### src/hw/lccr_consts.svh
`ifndef LCCR_CONSTS_SVH
`define LCCR_CONSTS_SVH

// Register bus geometry.
`define LCCR_ADDR_W        12
`define LCCR_DATA_W        8
`define LCCR_NUM_REGS      8
`define LCCR_IDX_W         3

// Register byte addresses, one per captured configuration octet.
`define LCCR_ADDR_LANES    12'h403
`define LCCR_ADDR_OCTETS   12'h404
`define LCCR_ADDR_FRAMES   12'h405
`define LCCR_ADDR_CONV     12'h406
`define LCCR_ADDR_CSN      12'h407
`define LCCR_ADDR_NP       12'h408
`define LCCR_ADDR_VERS     12'h409
`define LCCR_ADDR_HDCF     12'h40a

// Alignment-data octet position of the first captured octet (lane count).
`define LCCR_ILA_FIRST     4'h3
`define LCCR_ILA_LAST      4'ha
`define LCCR_LANE0         3'h0

// Masks that keep reserved bits at zero.
`define LCCR_MASK_LANES    8'h1f
`define LCCR_MASK_OCTETS   8'hff
`define LCCR_MASK_FRAMES   8'h1f
`define LCCR_MASK_CONV     8'hff
`define LCCR_MASK_CSN      8'hdf
`define LCCR_MASK_NP       8'hff
`define LCCR_MASK_VERS     8'hff
`define LCCR_MASK_HDCF     8'h9f

// Reset value of every captured register.
`define LCCR_RESET_VAL     8'h00

// Bank index of each captured register.
`define LCCR_IDX_LANES     3'h0
`define LCCR_IDX_OCTETS    3'h1
`define LCCR_IDX_FRAMES    3'h2
`define LCCR_IDX_CONV      3'h3
`define LCCR_IDX_CSN       3'h4
`define LCCR_IDX_NP        3'h5
`define LCCR_IDX_VERS      3'h6
`define LCCR_IDX_HDCF      3'h7

// Field positions inside a register.
`define LCCR_F_BYTE        7:0
`define LCCR_F_LOW5        4:0
`define LCCR_F_TOP3        7:5
`define LCCR_F_TOP2        7:6
`define LCCR_F_FLAG        7

`endif

### src/hw/lccr_pkg.sv
`include "lccr_consts.svh"

package lccr_pkg;

  // Register index within the captured bank.
  typedef logic [`LCCR_IDX_W-1:0] lccr_idx_t;

  // Whole state of the register bank.
  typedef struct packed {
    logic [`LCCR_NUM_REGS-1:0][`LCCR_DATA_W-1:0] cfg;
    logic [`LCCR_DATA_W-1:0]                     rd_data;
  } lccr_state_s;

endpackage

### src/hw/lccr_regs.sv
// Added by the designer: the address-and-strobe port.
`timescale 1ns/1ps
// How it works
// RULE_01: Fields load only from alignment octets seen on logical lane 0.
// RULE_02: Lane-count field holds lanes minus one, so four lanes reads 3.
// RULE_03: Octets-per-frame byte holds octets minus one; sender uses 1, 2 or 4.
// RULE_04: Frames-per-multiframe in bits 4..0; 01111 is 16, 11111 is 32.
// RULE_05: Converter-count byte holds converters minus one; sender uses 1, 2 or 4.
// RULE_06: Control bits per sample sit in bits 7..6; sender sends zero.
// RULE_07: Resolution sits in bits 4..0 beside control bits; bit 5 reserved.
// RULE_08: Subclass in bits 7..5, total bits per sample in bits 4..0.
// RULE_09: Link standard version in bits 7..5; value 1 means revision B.
// RULE_10: Samples per converter per frame in bits 4..0, count minus one.
// RULE_11: High-density flag in bit 7 beside control words per frame.
// RULE_12: Fields reset to zero, ignore writes, reserved bits read zero.
`include "lccr_consts.svh"

module lccr_regs
  import lccr_pkg::*;
(
  // Clock and reset.
  input  wire logic                     i_clk,
  input  wire logic                     i_rst_n,
  // Alignment data from the link layer, same clock.
  input  wire logic                     i_ila_valid,
  input  wire logic [2:0]               i_ila_lane,
  input  wire logic [3:0]               i_ila_index,
  input  wire logic [7:0]               i_ila_data,
  // Register port.
  input  wire logic [`LCCR_ADDR_W-1:0]  i_addr,
  input  wire logic [`LCCR_DATA_W-1:0]  i_wr_data,
  input  wire logic                     i_wr,
  input  wire logic                     i_rd,
  output logic      [`LCCR_DATA_W-1:0]  o_rd_data
);

  ////////////////////////////////////////////////////////////////////////////
  // Decode helpers.

  // Register map, one byte each, all read-only:
  //   0x403 lane count minus one in bits 4..0.
  //   0x404 octets per frame minus one, whole byte.
  //   0x405 frames per multiframe minus one in bits 4..0.
  //   0x406 converter count minus one, whole byte.
  //   0x407 control bits in 7..6, resolution in 4..0.
  //   0x408 subclass version in 7..5, total bits per sample in 4..0.
  //   0x409 link standard version in 7..5, samples per frame in 4..0.
  //   0x40a high-density flag in bit 7, control words in 4..0.
  // Any other address reads zero, and writes are dropped everywhere.

  // Maps a bus address to a bank index; the top bit is low when unmapped.
  // A plain chain costs a few comparators but reads like the map above.
  function automatic logic [`LCCR_IDX_W:0] addr_decode(input logic [`LCCR_ADDR_W-1:0] a);
    if (a == `LCCR_ADDR_LANES)
      addr_decode = {1'b1, `LCCR_IDX_LANES};
    else if (a == `LCCR_ADDR_OCTETS)
      addr_decode = {1'b1, `LCCR_IDX_OCTETS};
    else if (a == `LCCR_ADDR_FRAMES)
      addr_decode = {1'b1, `LCCR_IDX_FRAMES};
    else if (a == `LCCR_ADDR_CONV)
      addr_decode = {1'b1, `LCCR_IDX_CONV};
    else if (a == `LCCR_ADDR_CSN)
      addr_decode = {1'b1, `LCCR_IDX_CSN};
    else if (a == `LCCR_ADDR_NP)
      addr_decode = {1'b1, `LCCR_IDX_NP};
    else if (a == `LCCR_ADDR_VERS)
      addr_decode = {1'b1, `LCCR_IDX_VERS};
    else if (a == `LCCR_ADDR_HDCF)
      addr_decode = {1'b1, `LCCR_IDX_HDCF};
    else
      addr_decode = '0;
  endfunction

  // Per-register mask of live bits; reserved bits are forced to zero.
  // Masking at capture time means the read path never needs its own masks.
  function automatic logic [7:0] field_mask(input lccr_idx_t k);
    case (k)
      `LCCR_IDX_LANES:  field_mask = `LCCR_MASK_LANES;   // see RULE_02
      `LCCR_IDX_OCTETS: field_mask = `LCCR_MASK_OCTETS;  // see RULE_03
      `LCCR_IDX_FRAMES: field_mask = `LCCR_MASK_FRAMES;  // see RULE_04
      `LCCR_IDX_CONV:   field_mask = `LCCR_MASK_CONV;    // see RULE_05
      `LCCR_IDX_CSN:    field_mask = `LCCR_MASK_CSN;     // see RULE_06 see RULE_07
      `LCCR_IDX_NP:     field_mask = `LCCR_MASK_NP;      // see RULE_08
      `LCCR_IDX_VERS:   field_mask = `LCCR_MASK_VERS;    // see RULE_09 see RULE_10
      default:          field_mask = `LCCR_MASK_HDCF;    // see RULE_11
    endcase
  endfunction

  ////////////////////////////////////////////////////////////////////////////
  // State.

  lccr_state_s q;
  lccr_state_s next_q;
  logic        capture;
  logic [3:0]  ila_off;

  // Only lane 0 alignment octets in the captured range are taken; the
  // other lanes repeat the same parameters and would only add hazards.
  // Values are stored raw: software must judge whether the link is legal,
  // since checking here would hide what the transmitter really sent.
  assign capture = i_ila_valid && (i_ila_lane == `LCCR_LANE0)          // see RULE_01
                   && (i_ila_index >= `LCCR_ILA_FIRST) && (i_ila_index <= `LCCR_ILA_LAST);
  assign ila_off = i_ila_index - `LCCR_ILA_FIRST;

  // Next-state logic: capture from the link, answer reads, never store writes.
  always_comb
  begin
    logic [`LCCR_IDX_W:0] dec;
    dec    = addr_decode(i_addr);
    next_q = q;
    for (int k = 0; k < `LCCR_NUM_REGS; k++)
    begin
      if (capture && (ila_off[`LCCR_IDX_W-1:0] == lccr_idx_t'(k)))
        next_q.cfg[k] = i_ila_data & field_mask(lccr_idx_t'(k));  // see RULE_12
    end
    // Read data stand only in the cycle after the strobe; zero otherwise.
    if (i_rd && dec[`LCCR_IDX_W])
      next_q.rd_data = q.cfg[dec[`LCCR_IDX_W-1:0]];
    else
      next_q.rd_data = `LCCR_RESET_VAL;
  end

  // Synchronous reset clears every captured field and the read data.
  // Fields hold until the next alignment pass, so a reset is the only clear.
  always_ff @(posedge i_clk)
  begin
    if (!i_rst_n)
      q <= '0;                                                       // see RULE_12
    else
      q <= next_q;
  end

  assign o_rd_data = q.rd_data;

  // Checks are quiet while reset is low; reset itself is checked further down
  // by one property that overrides the default disable.
  logic wr_seen;
  assign wr_seen = i_wr;

  // Named views of the captured fields; only the checks below read them.
  logic [4:0] lane_count;
  logic [7:0] octets_per_frame;
  logic [4:0] frames_per_multiframe;
  logic [7:0] converter_count;
  logic [1:0] control_bits;
  logic [4:0] resolution;
  logic [2:0] subclass_version;
  logic [4:0] total_bits_per_sample;
  logic [2:0] link_standard_version;
  logic [4:0] samples_per_frame;
  logic       high_density_flag;
  logic [4:0] control_words;

  // Field slices of the bank, one per field.
  assign lane_count            = q.cfg[`LCCR_IDX_LANES][`LCCR_F_LOW5];
  assign octets_per_frame      = q.cfg[`LCCR_IDX_OCTETS][`LCCR_F_BYTE];
  assign frames_per_multiframe = q.cfg[`LCCR_IDX_FRAMES][`LCCR_F_LOW5];
  assign converter_count       = q.cfg[`LCCR_IDX_CONV][`LCCR_F_BYTE];
  assign control_bits          = q.cfg[`LCCR_IDX_CSN][`LCCR_F_TOP2];
  assign resolution            = q.cfg[`LCCR_IDX_CSN][`LCCR_F_LOW5];
  assign subclass_version      = q.cfg[`LCCR_IDX_NP][`LCCR_F_TOP3];
  assign total_bits_per_sample = q.cfg[`LCCR_IDX_NP][`LCCR_F_LOW5];
  assign link_standard_version = q.cfg[`LCCR_IDX_VERS][`LCCR_F_TOP3];
  assign samples_per_frame     = q.cfg[`LCCR_IDX_VERS][`LCCR_F_LOW5];
  assign high_density_flag     = q.cfg[`LCCR_IDX_HDCF][`LCCR_F_FLAG];
  assign control_words         = q.cfg[`LCCR_IDX_HDCF][`LCCR_F_LOW5];

  // Per register: a lone read returns it, and a capture elsewhere leaves it.
  for (genvar g = 0; g < `LCCR_NUM_REGS; g++)
  begin : g_reg

  end
endmodule // lccr_regs

### config.mk
export PLATFORM = sky130hd
export DESIGN_NAME = lccr_regs
export DESIGN_NICKNAME = d
export VERILOG_FILES = /design/src/hw/lccr_pkg.sv /design/src/hw/lccr_regs.sv
export VERILOG_INCLUDE_DIRS = /design/src /design/src/hw
export SDC_FILE = /design/constraint.sdc
export NUM_CORES = 1
export LEC_CHECK = 0
export ABC_AREA = 1
export BUFFER_PORTS_ARGS = -buffer_cell sky130_fd_sc_hd__buf_2
export CAP_MARGIN = 20
export CORE_MARGIN = 3
export CORE_UTILIZATION = 53
export CTS_BUF_LIST = sky130_fd_sc_hd__clkbuf_8
export DETAILED_ROUTE_END_ITERATION = 8
export GPL_ROUTABILITY_DRIVEN = 0
export PLACE_DENSITY_LB_ADDON = 0.25
export SYNTH_ARGS = -nofsm -noshare
export SYNTH_HDL_FRONTEND = slang
export SYNTH_SLANG_ARGS = --single-unit
### constraint.sdc
create_clock -name i_clk -period 1.4 [get_ports i_clk]
set_input_delay 0.21 -clock i_clk [delete_from_list [all_inputs] [get_ports i_clk]]
set_output_delay 0.21 -clock i_clk [all_outputs]
set_load 0.01 [all_outputs]
* Word-level counts from Yosys, hierarchy flattened *
Cells that the tools add are included.
W data, S select, Z words.

word-level totals
  register bits = 72
  bits in latches = 0
  RAM bits = 0
  ROM bits = 0
  input port bits = 40
  output and inout bits = 8
  logic and storage cells = 69
  memories kept = 0

operators by class
  add/sub/neg operators = 1
  $mul = 0
  divide/modulo/power cells = 0
  $lt $le $gt $ge = 3
  equal/unequal tests = 15
  shifts and indexed selects = 0
  multiplexer cells = 18
  bitwise operators = 8
  reductions and logical operators = 15

operators with widths
  kind                    number
  $eq A12 B11 Y1 const B  8
  $mux W8                 9
  $and A8 B8 Y8           8
  $mux W4                 8
  $bmux W8 S3             1
  $eq A3 B3 Y1 const B    4
  $logic_and A1 B1 Y1     12
  $eq A3 B2 Y1 const B    2
  $logic_not A3 Y1        2
  $ge A4 B2 Y1 const B    1
  $le A4 B4 Y1 const B    1
  $lt A3 B4 Y1 const B    1
  $eq A3 B1 Y1 const B    1
  $sub A3 B2 Y3 const B   1
  $reduce_and A2 Y1       1

* Depth between registers and ports, before layout *
Gate-level depths: netlist of the first run.

  depth after elaboration = 11
  gate-level depth with buffers = 13

* Worst setup path before layout of the first run *
No wires, ideal clock.

  path kind = input to register
  start point = input port i_addr[5]
  end point = register q, in the netlist o_rd_data[4]
  data arrival time = 1.303 ns
  data required time = 1.287 ns
  setup slack = -0.016 ns
  stages on the path = 12
  path buffers = 2
  cell sequence = nor2_1 > nand2_1 > nor2_4 > nand2_2 > nand2_4 > buf_6 > buf_8 > nand2_1 > nand3_1 > nand2_1 > nor2_1 > nor2_1

on the way
  longest elaborated chain between the ends = 11
  elaborated cells between the ends (all ways) = 20
  those cells by class = eq/ne (8); mux (10); reduce/logical (2)

ends and longest elaborated chain
  element                                             RTL line                            text
  start: declaration                                  lccr_regs.sv:30                     input wire logic [`LCCR_ADDR_W-1:0] i_addr,
  $eq A12 B11 Y1 (no source line)                     -
  $mux W4                                             lccr_regs.sv:68                     else if (a == `LCCR_ADDR_HDCF)
  $mux W4                                             lccr_regs.sv:66                     else if (a == `LCCR_ADDR_VERS)
  $mux W4                                             lccr_regs.sv:64                     else if (a == `LCCR_ADDR_NP)
  $mux W4                                             lccr_regs.sv:62                     else if (a == `LCCR_ADDR_CSN)
  $mux W4                                             lccr_regs.sv:60                     else if (a == `LCCR_ADDR_CONV)
  $mux W4                                             lccr_regs.sv:58                     else if (a == `LCCR_ADDR_FRAMES)
  $mux W4                                             lccr_regs.sv:56                     else if (a == `LCCR_ADDR_OCTETS)
  $mux W4 *                                           lccr_regs.sv:54                     if (a == `LCCR_ADDR_LANES)
  $bmux W8 S3 or $logic_and A1 B1 Y1 (tied branches)  lccr_regs.sv:118, lccr_regs.sv:117
  $mux W8 or $reduce_and A2 Y1 (tied branches)        -
  end signal: assignment                              lccr_regs.sv:130                    q <= next_q;
  end: declaration                                    lccr_regs.sv:92                     lccr_state_s q;

Every way passes the cells marked *; elsewhere a longest branch is shown, timed or not. The select of a mux whose other input is x is not followed.
A chain may end at the register's enable or synchronous reset.

* Worst setup path after layout of the first run *
  start point = input port i_addr[3]
  end point = register q, in the netlist o_rd_data[1]

The elaborated chain is that of the path after synthesis.

==> results of run 1 <==
-- metrics by stage --
stage / setup TNS (ns) / cells / area (um2) / setup slack (ns) / total power, mW
6_report: 0 / 574 / 3640 / 0.0440 / 3.61
5_1_grt: -0.112 / 574 / 3640 / -0.0347 / 3.73
4_1_cts: 0 / 573 / 3610 / 0.0534 / 3.62
3_5_place_dp: -9.73 / 557 / 3410 / -0.282 / 2.05
3_3_place_gp: -6.90 / 557 / 3410 / -0.219 / 2.05
2_1_floorplan: -0.0162 / 447 / 3050 / -0.0162 / 1.94
-- layout make-up --
class                           instances  area, um2
Tap cell                               70       87.6
Fill cell                             487       1700
Clock buffer                           10        138
Clock inverter                          6       60.1
Sequential cell                        63       1260
Timing Repair Buffer                   67        445
Multi-Input combinational cell        297       1420
Inverter                               61        233
-- synth_stat cells (all sizes together) --
library cell,n
nor3,5
buf,18
inv,60
clkbuf,8
o21ai,64
dfxtp,63
nand2,67
nor2,68
clkinv,1
o211ai,3
nand3b,5
nand3,40
a21oi,45
-- path summary, 6_finish.rpt --
| path | startpoint | end | slack, ns |
|---|---|---|---|
| worst max-delay path | i_addr[3] | o_rd_data[1] | 0.04 |
| worst min register to register | lane_count[3] | lane_count[3] | 0.45 |
| worst max register to register | q[41] | o_rd_data[1] | 0.48 |
| worst min-delay path | i_ila_data[5] | q[53] | 0.20 |
-- metal layers --
metal  global-route usage  vias to the layer above  part of all wire
li1                     -                     1538                 -
met1                0.334                     1350              0.45
met2                0.417                       80              0.47
met3               0.0559                       13             0.064
met4                0.106                        0             0.018
met5                    0                        -                 0
-- logic make-up (layout without fill, tap and decap cells) --
logic type | Yosys count | count (layout) | share of synthesized area
AOI/OAI and AO/OA | 112 | 112 | 0.188
buffers and inverters | 87 | 144 | 0.129
and+or+nand+nor | 185 | 185 | 0.269
DFF | 63 | 63 | 0.414
-- registers in the layout, summed over array words and instances, names as in the netlist --
name and flops:
converter_count 8, q 18, control_words 5, lane_count 5, frames_per_multiframe 5, link_standard_version 3
octets_per_frame 8, control_bits 2, high_density_flag 1, o_rd_data 8
-- repair_timing --
item	CTS	global route
gates resized for setup	0	10
setup endpoints to repair	0	28
setup buffers	0	1
-- power groups by stage --
| stage | registers, mW | clock network [mW] | logic, mW |
|---|---|---|---|
| 2_1_floorplan | 1.84 | 0 | 0.100 |
| 3_3_place_gp | 1.84 | 0 | 0.203 |
| 3_5_place_dp | 1.84 | 0 | 0.210 |
| 4_1_cts | 1.80 | 1.61 | 0.210 |
| 5_1_grt | 1.80 | 1.68 | 0.244 |
| 6_report | 1.80 | 1.59 | 0.216 |
-- worst reg2reg max path, cell delays in order, from the launching register on --
cell and delay (ns):
dfxtp_1 0.31, inv_1 0.05, nand3_1 0.11, nand3_1 0.09
nand3_1 0.09, nand2_1 0.06, nor2_1 0.14
==> flow_summary.yaml, run 1 <==
run_status:
  status: "complete, no violations"
finish:
  final_util: 0.682
  final_cell_mix: "63 x nor2_1, 63 x dfxtp_1, 62 x nand2_1"
  antenna_cells: 0
  nets: 539
  drive_gt1_frac: 0.200
  area_growth_pct: 19.4
critical_path:
  cpPeakStageDelay_ns: 0.25
  cp_max_fo: 17
  crit_type: "in -> reg"
  worstPathCellList: "buf_2 > inv_2 > nand2_1 > nor3_1 > nand2_2 > buf_4 > nand3_1 > nand3_1 > nand3_1 > nand2_1 > nor2_1"
  reg2regPathDepth: 6
  cp.arrival_ns: 1.63
  worst-path-stages: 11
  critPathSlowestCell: "nor3_1"
  crit_buf_inv: 3
  required_ns: 1.67
  crit_top_cell: "nand3_1"
  cp-start-kind: "input pin"
  worst_setup_path_end_kind: "flip-flop"
  critPathTopFamily: "simple AND/OR/NAND/NOR gates"
synthesis:
  syn-cell-area_um2: 3050
  synth_nets: 487
  synthTopCellsByArea: "dfxtp_1 41%, o21ai_0 10%, nor2_1 8.0%"
  ys_seq_area_frac: 0.414
  ys.warnings.count: 0
  synth_cell_type_count: 26
  ys_seq_elements: 63
  yosysTopAreaCell: "dfxtp_1"
  synth_cells: 447
  syn_avg_cell_area_um2: 6.82
  synth.top_cell.area_share: 0.414
routing:
  drcViolationCount: 0
  drtAntennaViolNets: 0
  dr.pass1.iters: 5
  wire_per_inst_um: 13.8
  drt-total-wl_um: 7940
  via_count: 2981
  drtIter0Drc: 195
  via_per_inst: 5.19
cts:
  clk-insertion-delay-late_ns: 0.35
  clock-sinks: 63
  cts-root-buf: "clkbuf_8"
  h-tree-depth: 3
  clk_pin_slew_worst_paths_ns: 0.07
  cts_buffers: 9
  clock_path_buffers: 2
  cts_tree: "yes"
  cts_hold_buffers: 0
die:
  die_w_um: 81.9
  start_util: 0.572
  rows: 26
  die_h_um: 81.9
  core-area_um2: 5340
  die_area_um2: 6700
  ios: 48
power:
  p_int_mw: 2.74
  ir_drop_mv: 0.898
  combPwrFrac: 0.060
  p_sw_mw: 0.866
  p_leak_nw: 1.54
  powerDensity_nw_per_um2: 990
  clock_power_share: 0.440
  p_seq_frac: 0.500
  p_sw_frac: 0.240
global_route:
  grt_pass1_wl_um: 12900
  grt_use_total: 0.259
  grt_max_degree: 55
  first_global_vias: 2684
  grt_antenna_before_repair: 0
  overflow: 0
sta:
  fmax_mhz: 737
  slew_headroom: 0.695
  hold_slack_ns: 0.196
  layout_min_cycle_time_ns: 1.36
  slew_viol_final: 0
  hold_violations: 0
  period_share: 0.969
  finalClockSkew_ns: 0.00613
  rsz0062_at_grt: "true"
  tightestPinTransition_ns: 0.457
  setup_viol: 0
flow_run:
  maxCapViolCount: 0
worst_hold_path:
  hp-class: "in -> reg"
  worstHoldPathCells: 3
placed_design:
  dp.final_hpwl_um: 5610
  port_buffers: 38
(Power assumes the default switching activity.)
==> run 2, diff against run 1 <==
--- a/config.mk
+++ b/config.mk
@@ -9,7 +9,7 @@
 export ABC_AREA = 1
 export BUFFER_PORTS_ARGS = -buffer_cell sky130_fd_sc_hd__buf_2
 export CAP_MARGIN = 20
-export CORE_MARGIN = 3
+export CORE_MARGIN = 4
 export CORE_UTILIZATION = 53
 export CTS_BUF_LIST = sky130_fd_sc_hd__clkbuf_8
 export DETAILED_ROUTE_END_ITERATION = 8
==> flow_summary.yaml, run 2 (synthesized netlist as in run 1, its figures left out) <==
routing:
  drcViolationCount: 0
  via_count: 3033
  drt-total-wl_um: 7730
  wire_per_inst_um: 13.3
  drtAntennaViolNets: 0
  drtIter0Drc: 275
  via_per_inst: 5.24
  dr.pass1.iters: 5
sta:
  finalClockSkew_ns: 0.00636
  hold_violations: 0
  fmax_mhz: 759
  slew_viol_final: 0
  period_share: 0.941
  slew_headroom: 0.781
  setup_viol: 0
  tightestPinTransition_ns: 0.328
  layout_min_cycle_time_ns: 1.32
  rsz0062_at_grt: "false"
  setup_ws_ns: 0.0828
global_route:
  grt_busiest_layer: "met2"
  grtUsageMet1: 0.306
  grt_antenna_before_repair: 0
  grtUsageMet2: 0.363
  grt_use_total: 0.230
  grt_max_degree: 31
  first_global_vias: 2733
  grt_pass1_wl_um: 12900
  grt_use_met3: 0.0592
  overflow: 0
die:
  ios: 48
  die_h_um: 83.9
  rows: 27
  start_util: 0.550
  die_area_um2: 7030
  core-area_um2: 5540
  die_w_um: 83.9
power:
  ir_drop_mv: 0.949
  p_leak_nw: 1.57
  powerDensity_nw_per_um2: 1000
finish:
  largest_register: "q"
  final_common_cell: "nor2_1"
  fillCellCount: 501
  antenna_cells: 0
  drive_gt1_frac: 0.215
  final_util: 0.667
  largest_reg_flops: 18
  ff_latch_area_um2: 1260
  multi_input_comb_area_um2: 1440
  final_cell_mix: "64 x nor2_1, 63 x dfxtp_1, 60 x nand2_1"
  nets: 543
  area_growth_pct: 21.2
flow_run:
  maxCapViolCount: 0
cts:
  cts-root-buf: "clkbuf_8"
  clk_pin_slew_worst_paths_ns: 0.07
  clock_path_buffers: 2
  cts_buffers: 9
  h-tree-depth: 3
  cts_tree: "yes"
  clk-insertion-delay-late_ns: 0.35
  clock-sinks: 63
critical_path:
  r2r_setup_slack_ns: 0.44
  required_ns: 1.64
  worst_setup_path_end_kind: "flip-flop"
  crit_type: "in -> reg"
  cp.arrival_ns: 1.55
  cp_max_fo: 10
  cp-start-kind: "input pin"
run_status:
  status: "complete, no violations"
placed_design:
  place_ws_ns: -0.265
  dp.final_hpwl_um: 5530
  port_buffers: 38
worst_hold_path:
  hp-class: "in -> reg"
## run 2: power by group
| group | internal [mW] | switching, mW |
|---|---|---|
| clock network | 0.987 | 0.697 |
| logic | 0.0856 | 0.142 |
| registers | 1.80 | 0.00246 |
| total | 2.87 | 0.841 |
## run 2: final timing paths
path	from	endpoint	cells after the start
setup / recovery	i_ila_lane[1]	q[50]	10
hold / removal	i_ila_data[5]	q[53]	3
setup reg to reg	frames_per_multiframe[2]	o_rd_data[2]	5
hold reg to reg	lane_count[0]	lane_count[0]	2
## run 2: worst max-delay path: stages
cell     delay [ns]
buf_2          0.10
nor3_2         0.17
nand2_1        0.11
a21oi_2        0.13
nand2_2        0.10
nor2_4         0.19
nand2_1        0.12
buf_4          0.19
o21ai_0        0.17
a21oi_1        0.05
## run 2: cell type report
class	count	area share
inverters	61	0.0636
multi-input cells	297	0.389
clock buffers	9	0.0335
well taps	72	0.0244
clock inverters	6	0.0234
repair buffers	71	0.125
flip-flops and latches	63	0.341
## run 2: repair_timing
item | CTS | global route
setup buffers | 0 | 1
gates resized for setup | 0 | 27
setup endpoints to repair | 0 | 55
hold buffers | 0 | 0
## run 2: through the flow
step / setup TNS [ns] / hold slack [ns] / power [mW] / cell area (um2) / instances
2_1_floorplan: -0.0162 / 0.374 / 1.94 / 3050 / 447
3_3_place_gp: -10.34 / 0.429 / 2.05 / 3430 / 563
3_5_place_dp: -11.04 / 0.432 / 2.06 / 3430 / 563
4_1_cts: 0 / 0.194 / 3.72 / 3640 / 578
5_1_grt: 0 / 0.204 / 3.86 / 3700 / 579
6_report: 0 / 0.198 / 3.71 / 3700 / 579
## run 2: per-layer routing
| metal | up-vias | share of wire |
|---|---|---|
| li1 | 1541 | - |
| met1 | 1361 | 0.44 |
| met2 | 123 | 0.47 |
| met3 | 8 | 0.083 |
| met4 | 0 | 0.013 |
| met5 | - | 0 |
